### src/rtl/sd_diag_pkg.sv
// package: constants for the serial diagnostic block of the safety switch
package sd_diag_pkg;

   // ----------------------------------------------------------------
   // clock and timing
   // ----------------------------------------------------------------
   localparam longint unsigned CLK_PERIOD_NS = 10;
   localparam longint unsigned WARN_TIME_MIN = 30;
   localparam longint unsigned WARN_CYCLES =
      (WARN_TIME_MIN * 64'd60 * 64'd1000000000) / CLK_PERIOD_NS;
   localparam longint unsigned COMM_TIME_MS = 100;
   localparam longint unsigned COMM_CYCLES = (COMM_TIME_MS * 64'd1000000) / CLK_PERIOD_NS;
   localparam int WARN_W = 38;
   localparam int COMM_W = 24;
   localparam int MAX_CHAIN = 31;

   // ----------------------------------------------------------------
   // byte layouts
   // ----------------------------------------------------------------
   localparam int BYTE_W = 8;
   localparam int REQ_RESET_BIT = 7;
   localparam int RSP_OUT_ON_BIT = 0;
   localparam int RSP_ACTUATOR_BIT = 1;
   localparam int RSP_ENABLES_BIT = 4;
   localparam int RSP_GUARD_BIT = 5;
   localparam int RSP_WARN_BIT = 6;
   localparam int RSP_FAIL_BIT = 7;
   localparam int DG_OUT_ONE_BIT = 0;
   localparam int DG_OUT_TWO_BIT = 1;
   localparam int DG_CROSS_BIT = 2;
   localparam int DG_TEMP_BIT = 3;
   localparam int DG_TARGET_BIT = 4;
   localparam int DG_INTERNAL_BIT = 5;
   localparam int DG_COMM_BIT = 6;
   localparam int DG_VOLT_BIT = 7;
   localparam logic [7:0] BYTE_RESET = 8'h00;
   localparam logic [7:0] OUTPUT_FAIL_MASK = 8'h07;

endpackage

### src/rtl/warn_timer.sv
// file: delay timer that expires after a warning has persisted
`timescale 1ns/1ns
module warn_timer #(
   parameter logic [37:0] LIMIT = 38'h0000000010
) (
   input wire logic clk_in,
   input wire logic arst_n_in,
   input wire logic run_in,
   output logic expired_out
);
   import sd_diag_pkg::*;

   typedef struct packed {
      logic [WARN_W-1:0] count;
      logic expired;
   } timer_state_type;

   timer_state_type state;
   timer_state_type next_state;

   // ----------------------------------------------------------------
   // count while running, restart from zero whenever the cause leaves
   // ----------------------------------------------------------------
   always_comb begin
      next_state = state;
      next_state.expired = 1'b0;
      if (!run_in) begin
         next_state.count = '0;
      end else if (state.count >= LIMIT - 38'h0000000001) begin
         next_state.expired = 1'b1;
      end else begin
         next_state.count = state.count + 38'h0000000001;
      end
   end

   always_ff @(posedge clk_in or negedge arst_n_in) begin
      if (!arst_n_in) begin
         state <= '0;
      end else begin
         state <= next_state;
      end
   end

   assign expired_out = state.expired;

endmodule

### src/rtl/safety_switch_serial_diagnostics.sv
// file: serial diagnostic and switch-off logic of a chained guard-door safety switch
//
// Function
// - Request and response bytes for other switches pass through this switch.
// - One request byte in, one response byte out per switch each frame.
// - Loss of gateway traffic never changes the safety output state.
// - A failure switches both safety outputs off at once.
// - Failure clears when cause gone and request bit 7 falls or guard opens.
// - Output failures clear only at the next release of the outputs.
// - Output, cross-wire and temperature warnings keep outputs on, switch them off after thirty minutes.
// - A warning clears by itself when its cause is gone.
// - Response bits 0,1,4,5: outputs on, actuator, enables, guard.
// - Response bit 6 warning, bit 7 failure with outputs off.
// - Warning byte flags outputs, cross-wire, temperature, internal, comm, voltage.
// - Failure byte flags outputs, cross-wire, temperature, target, internal.
// - A bit at one means the named condition is present.
// - Detailed diagnostic bytes are always available beside the response.
// - Outputs on only with guard closed, actuator in, both enables active.
`timescale 1ns/1ns
module safety_switch_serial_diagnostics #(
   parameter logic [37:0] WARN_LIMIT = 38'(sd_diag_pkg::WARN_CYCLES),
   parameter logic [23:0] COMM_LIMIT = 24'(sd_diag_pkg::COMM_CYCLES)
) (
   input wire logic clk_in,
   input wire logic arst_n_in,
   input wire logic guard_closed_in,
   input wire logic actuator_in,
   input wire logic enable_input_one_in,
   input wire logic enable_input_two_in,
   input wire logic out_one_err_in,
   input wire logic out_two_err_in,
   input wire logic cross_wire_in,
   input wire logic over_temp_in,
   input wire logic target_err_in,
   input wire logic internal_fail_in,
   input wire logic low_voltage_in,
   input wire logic frame_start_in,
   input wire logic req_valid_in,
   input wire logic [sd_diag_pkg::BYTE_W-1:0] req_data_in,
   output logic req_valid_out,
   output logic [sd_diag_pkg::BYTE_W-1:0] req_data_out,
   input wire logic rsp_valid_in,
   input wire logic [sd_diag_pkg::BYTE_W-1:0] rsp_data_in,
   output logic rsp_valid_out,
   output logic [sd_diag_pkg::BYTE_W-1:0] rsp_data_out,
   output logic safety_output_one_out,
   output logic safety_output_two_out,
   output logic [sd_diag_pkg::BYTE_W-1:0] switch_response_byte_out,
   output logic [sd_diag_pkg::BYTE_W-1:0] warning_diagnostic_byte_out,
   output logic [sd_diag_pkg::BYTE_W-1:0] failure_diagnostic_byte_out
);
   import sd_diag_pkg::*;

   typedef struct packed {
      logic outputs_on;
      logic [7:0] request;
      logic [7:0] response;
      logic [7:0] warn_diag;
      logic [7:0] fail_diag;
      logic clear_pending;
      logic [COMM_W-1:0] comm_count;
      logic comm_err;
      logic own_taken;
      logic req_fwd_valid;
      logic [7:0] req_fwd_data;
      logic send_own;
      logic rsp_fwd_valid;
      logic [7:0] rsp_fwd_data;
   } sw_state_type;

   sw_state_type state;
   sw_state_type next_state;
   logic timer_expired;
   logic [3:0] warn_cause;
   logic release_ok;
   logic clear_evt;
   logic bit7_fall;

   // ----------------------------------------------------------------
   // input conditions
   // ----------------------------------------------------------------
   // only the delayed-switch-off causes run the thirty-minute timer
   assign warn_cause = {over_temp_in, cross_wire_in, out_two_err_in, out_one_err_in};
   assign release_ok = guard_closed_in & actuator_in & enable_input_one_in
                       & enable_input_two_in;
   // falling edge of the reset bit, seen between two successive own request bytes;
   // a byte in the frame start cycle is forwarded, so it must never count here
   assign bit7_fall = req_valid_in & !frame_start_in & !state.own_taken
                      & state.request[REQ_RESET_BIT] & !req_data_in[REQ_RESET_BIT];
   assign clear_evt = bit7_fall | !guard_closed_in;

   // ----------------------------------------------------------------
   // warning persistence timer
   // ----------------------------------------------------------------
   warn_timer #(
      .LIMIT(WARN_LIMIT)
   ) u_warn_timer (
      .clk_in(clk_in),
      .arst_n_in(arst_n_in),
      .run_in(|warn_cause),
      .expired_out(timer_expired)
   );

   // ----------------------------------------------------------------
   // next state
   // ----------------------------------------------------------------
   always_comb begin
      next_state = state;

      // chain link: first request byte of a frame is ours, the rest go on
      next_state.req_fwd_valid = 1'b0;
      next_state.rsp_fwd_valid = 1'b0;
      next_state.send_own = 1'b0;
      if (frame_start_in) begin
         next_state.own_taken = 1'b0;
         next_state.send_own = 1'b1;
      end
      if (req_valid_in) begin
         if (!state.own_taken && !frame_start_in) begin
            // only bit 7 is defined; the rest is dropped
            next_state.request = req_data_in & (8'h01 << REQ_RESET_BIT);
            next_state.own_taken = 1'b1;
         end else begin
            next_state.req_fwd_valid = 1'b1;
            next_state.req_fwd_data = req_data_in;
         end
      end
      // own response goes first; a downstream byte in that slot is lost
      if (state.send_own) begin
         next_state.rsp_fwd_valid = 1'b1;
         next_state.rsp_fwd_data = state.response;
      end else if (rsp_valid_in) begin
         next_state.rsp_fwd_valid = 1'b1;
         next_state.rsp_fwd_data = rsp_data_in;
      end

      // gateway silence only raises a flag, never touches the outputs
      if (frame_start_in) begin
         next_state.comm_count = '0;
         next_state.comm_err = 1'b0;
      end else if (state.comm_count >= COMM_LIMIT - 24'h000001) begin
         next_state.comm_err = 1'b1;
      end else begin
         next_state.comm_count = state.comm_count + 24'h000001;
      end

      // failure latch: clears first, sets afterwards so a new cause wins
      if (clear_evt) begin
         next_state.clear_pending = 1'b1;
         for (int i = DG_TEMP_BIT; i <= DG_INTERNAL_BIT; i++) begin
            if (i == DG_TEMP_BIT && !over_temp_in) begin
               next_state.fail_diag[i] = 1'b0;
            end else if (i == DG_TARGET_BIT && !target_err_in) begin
               next_state.fail_diag[i] = 1'b0;
            end else if (i == DG_INTERNAL_BIT && !internal_fail_in) begin
               next_state.fail_diag[i] = 1'b0;
            end
         end
      end
      // output faults wait for a fresh release request before they go
      if ((state.clear_pending || clear_evt) && release_ok) begin
         for (int i = DG_OUT_ONE_BIT; i <= DG_CROSS_BIT; i++) begin
            if (!warn_cause[i]) begin
               next_state.fail_diag[i] = 1'b0;
            end
         end
      end
      if (timer_expired) begin
         next_state.fail_diag[3:0] = next_state.fail_diag[3:0] | warn_cause;
      end
      next_state.fail_diag[DG_TARGET_BIT] = next_state.fail_diag[DG_TARGET_BIT]
                                            | target_err_in;
      next_state.fail_diag[DG_INTERNAL_BIT] = next_state.fail_diag[DG_INTERNAL_BIT]
                                              | internal_fail_in;
      next_state.fail_diag[7:6] = 2'b00;
      if ((next_state.fail_diag & OUTPUT_FAIL_MASK) == BYTE_RESET) begin
         next_state.clear_pending = 1'b0;
      end

      // warnings follow their causes with no latch
      next_state.warn_diag = BYTE_RESET;
      next_state.warn_diag[3:0] = warn_cause;
      next_state.warn_diag[DG_INTERNAL_BIT] = internal_fail_in;
      next_state.warn_diag[DG_COMM_BIT] = next_state.comm_err;
      next_state.warn_diag[DG_VOLT_BIT] = low_voltage_in;

      // enabling path: conditions present and no latched failure
      next_state.outputs_on = release_ok && (next_state.fail_diag == BYTE_RESET);

      next_state.response = BYTE_RESET;
      next_state.response[RSP_OUT_ON_BIT] = next_state.outputs_on;
      next_state.response[RSP_ACTUATOR_BIT] = actuator_in;
      next_state.response[RSP_ENABLES_BIT] = enable_input_one_in & enable_input_two_in;
      next_state.response[RSP_GUARD_BIT] = guard_closed_in;
      next_state.response[RSP_WARN_BIT] = |next_state.warn_diag;
      next_state.response[RSP_FAIL_BIT] = |next_state.fail_diag;
   end

   // ----------------------------------------------------------------
   // state register
   // ----------------------------------------------------------------
   always_ff @(posedge clk_in or negedge arst_n_in) begin
      if (!arst_n_in) begin
         state <= '0;
      end else begin
         state <= next_state;
      end
   end

   // ----------------------------------------------------------------
   // outputs, all straight from the state register
   // ----------------------------------------------------------------
   assign safety_output_one_out = state.outputs_on;
   assign safety_output_two_out = state.outputs_on;
   assign switch_response_byte_out = state.response;
   assign warning_diagnostic_byte_out = state.warn_diag;
   assign failure_diagnostic_byte_out = state.fail_diag;
   assign req_valid_out = state.req_fwd_valid;
   assign req_data_out = state.req_fwd_data;
   assign rsp_valid_out = state.rsp_fwd_valid;
   assign rsp_data_out = state.rsp_fwd_data;
endmodule

### config.mk
export PLATFORM = sky130hd
export DESIGN_NAME = safety_switch_serial_diagnostics
export DESIGN_NICKNAME = d
export VERILOG_FILES = /design/src/rtl/sd_diag_pkg.sv /design/src/rtl/warn_timer.sv /design/src/rtl/safety_switch_serial_diagnostics.sv
export SDC_FILE = /design/constraint.sdc
export NUM_CORES = 1
export LEC_CHECK = 0
export ABC_AREA = 1
export BUFFER_PORTS_ARGS = -buffer_cell sky130_fd_sc_hd__buf_2
export CAP_MARGIN = 25
export CORE_MARGIN = 5
export CORE_UTILIZATION = 50
export CTS_BUF_LIST = sky130_fd_sc_hd__clkbuf_16
export DETAILED_ROUTE_END_ITERATION = 6
export PLACE_DENSITY = 0.69
export SLEW_MARGIN = 20
export SYNTH_ARGS = -nofsm -noshare
export SYNTH_HDL_FRONTEND = slang
export SYNTH_SLANG_ARGS = --single-unit
### constraint.sdc
create_clock -name clk_in -period 2.1 [get_ports clk_in]
set_input_delay 0.105 -clock clk_in [delete_from_list [all_inputs] [get_ports clk_in]]
set_output_delay 0.105 -clock clk_in [all_outputs]
set_load 0.01 [all_outputs]
==> metrics.txt <==
status completed; final-report max-slew violation count 0; Post-CTS Setup Bufs 0; H-tree depth 3; sequential share of the synthesized area 39.2%; Mapped Area 6640 um^2; multi-input logic area 3300 um^2; Die Area 15700 um^2; cts repair resizes 0; Design Power 5060 uW; antenna cells 0; CTS tree built; final hold violations 0; Root Driver clkbuf_16; CTS sink count 104; final wirelength 16.6 mm; unique cell type count in the Yosys netlist 34; dpl hpwl 12.0 mm; Req. time, crit path 2360 ps; register area 2600 um^2; PwrDens 673 nW/um^2; first-pass GRT wire length 28.4 mm; Area Growth Syn to Fin 13.2%; maximum clock path buffer count 2; DRT Pass-1 Iters 6; final routed DRC violation total 0; clock slew at reported path FFs 80 ps; setup TNS 0 ps; clk_lat worst skew 360 ps; Hold WC Path Type primary input to flip-flop; CORE AREA 13100 um^2; clk_skew 8.43 ps; TritonCTS buffer count 9; share of layout cells above drive strength 1 12.7%; Vias 6158; CP Data Arrival Time 2120 ps; Tot GR Track Use 21.8%; final setup fails 0; RSZ-0062 raised after global routing false; Die Ht 125 um; initial core utilization 50.6%; num rows 42; syn_area_per_cell 6.85 um^2; Slew headroom 57.9%; Remaining Overflow, GRT 0; VDD IR max 0.441 mV; Ports 76; CP Capture Type flip-flop; initial antenna violation count 0; Starting DRT DRC Count 648; cts-stage hold buffer count 28; Fill cells 1241; Tcrit/Tclk final 88.4%; Pleak 0.00377 uW; Min Hold Slack 8.10 ps; routed vias/inst 5.05; f_max 538 MHz; CP Launch Type flip-flop; pin count of the biggest net entering global routing 39; post-layout util 57.2%; vias in the first global route 5610; Period minus WS final 1860 ps; Max Cap Violations 0; Max FO, Critical Path 6; Post-Syn Instances 970; final-stage net count 1072; Syn. warnings 0; Die W 125 um; #FFs+latches synth 104; Port Buffer Count 70; Crit Path Class flip-flop to flip-flop; RePlAce Congestion 0.979; Worst Tran Pin Value 630 ps; wire per inst 13.6 um; Detail Route Antenna Nets 0
-- worst max-delay path: stages (launching register included) --
cell and delay, ps:
dfrtp_1 440, ha_1 280, inv_1 80, nor2_1 440, nand2_1 160, nor3_1 160
nor3_1 70, nand2_1 70, nand2_1 50
-- placed cells by master (no fill, tap or decap), drive strengths merged, types with 5 or more instances in the layout --
| cell type | instances |
|---|---|
| clkbuf | 9 |
| nand2 | 339 |
| nor3 | 11 |
| nand3 | 130 |
| o21bai | 6 |
| nand4 | 12 |
| xnor2 | 8 |
| dfrtp | 104 |
| conb | 5 |
| nor2 | 168 |
| xor2 | 20 |
| buf | 93 |
| a21oi | 6 |
| dlygate4sd3 | 28 |
| a21o | 8 |
| inv | 78 |
-- flip-flops by register name (all words and copies together) (netlist names) --
signal                       count
req_valid_out                    1
req_data_out                     8
state                           28
u_warn_timer.expired_out         1
rsp_valid_out                    1
rsp_data_out                     8
failure_diagnostic_byte_out      6
switch_response_byte_out         6
warning_diagnostic_byte_out      7
u_warn_timer.state              38
-- layout make-up --
| class | count | share of cell area (%) |
|---|---|---|
| Tap cell | 176 | 2.93 |
| Clock inverter | 7 | 0.898 |
| Multi-Input combinational cell | 729 | 43.9 |
| Clock buffer | 9 | 2.99 |
| Timing Repair Buffer | 121 | 11.0 |
| Sequential cell | 104 | 34.6 |
| Inverter | 73 | 3.64 |
-- cell families (layout without fill, tap and decap cells) --
kind of cell	Yosys count	in the layout	synth area share, %
buf+inv	141	210	11.4
xor+xnor	28	28	3.69
fa+ha+maj	2	2	0.377
simple gates	665	665	42.3
compound gates	29	29	3.01
other cells	1	5	0.0564
flops	104	104	39.2
-- per-layer routing --
metal / vias to the layer above / track usage, % / share of wire [%] / routed length (um)
li1: 3137 / - / - / -
met1: 2817 / 32.3 / 47 / 7850
met2: 187 / 33.0 / 45 / 7490
met3: 17 / 4.22 / 6.4 / 1060
met4: 0 / 5.29 / 1.0 / 174
met5: - / 0 / 0 / 0
-- synthesized netlist by cell type --
| cell | number | area (um^2) |
|---|---|---|
| clkbuf_1 | 11 | 41.3 |
| buf_12 | 2 | 40.0 |
| a21oi_1 | 5 | 25.0 |
| o21ai_1 | 1 | 5.00 |
| buf_4 | 41 | 308 |
| nor2_1 | 160 | 601 |
| a22oi_1 | 3 | 22.5 |
| dfrtp_1 | 104 | 2600 |
| a22o_1 | 2 | 17.5 |
| xor2_1 | 20 | 175 |
| ha_1 | 2 | 25.0 |
| a21o_1 | 8 | 60.1 |
| nor2_2 | 3 | 18.8 |
| o21bai_1 | 6 | 45.0 |
| nand4_1 | 12 | 75.1 |
| nand3b_1 | 3 | 22.5 |
| a21oi_2 | 1 | 8.76 |
| and2_1 | 1 | 6.26 |
| o21ai_0 | 2 | 10.0 |
| xnor2_1 | 8 | 70.1 |
| nand3_2 | 8 | 80.1 |
| buf_2 | 11 | 55.1 |
| nand3_1 | 122 | 611 |
| buf_8 | 1 | 15.0 |
| inv_2 | 2 | 7.51 |
| buf_6 | 2 | 22.5 |
| nand2_1 | 336 | 1260 |
| inv_1 | 71 | 267 |
| nand2_2 | 3 | 18.8 |
| nor2_4 | 5 | 56.3 |
| nor3_1 | 11 | 55.1 |
| conb_1 | 1 | 3.75 |
| or2_2 | 1 | 6.26 |
| a31oi_1 | 1 | 6.26 |
-- report_power, final --
part,switching (uW),leakage (uW),internal [uW]
clock,833,0.000146,839
combinational,570,0.00226,389
sequential,213,0.00136,2220
total,1620,0.00377,3440
-- path summary, 6_finish.rpt --
kind / start / endpoint / slack, ps / cells past startpoint
min in group asynchronous: arst_n_in / state[44] / 250 / 2
min: req_valid_in / state[19] / 8 / 3
min reg2reg: req_data_out[4] / req_data_out[4] / 470 / 2
max in group asynchronous: arst_n_in / u_warn_timer.state[35] / 1130 / 3
max reg2reg: state[21] / state[31] / 240 / 8
max: state[21] / state[31] / 240 / 8
-- per-stage QoR --
| stage | worst slack [ps] | instances | instance area (um^2) |
|---|---|---|---|
| after floorplan | 409 | 974 | 6660 |
| after global placement | 247 | 1175 | 6950 |
| after detailed placement | 267 | 1175 | 6950 |
| after CTS | 270 | 1219 | 7520 |
| after global routing | 41.9 | 1219 | 7520 |
| final | 243 | 1219 | 7520 |
(Power assumes the default switching activity.)
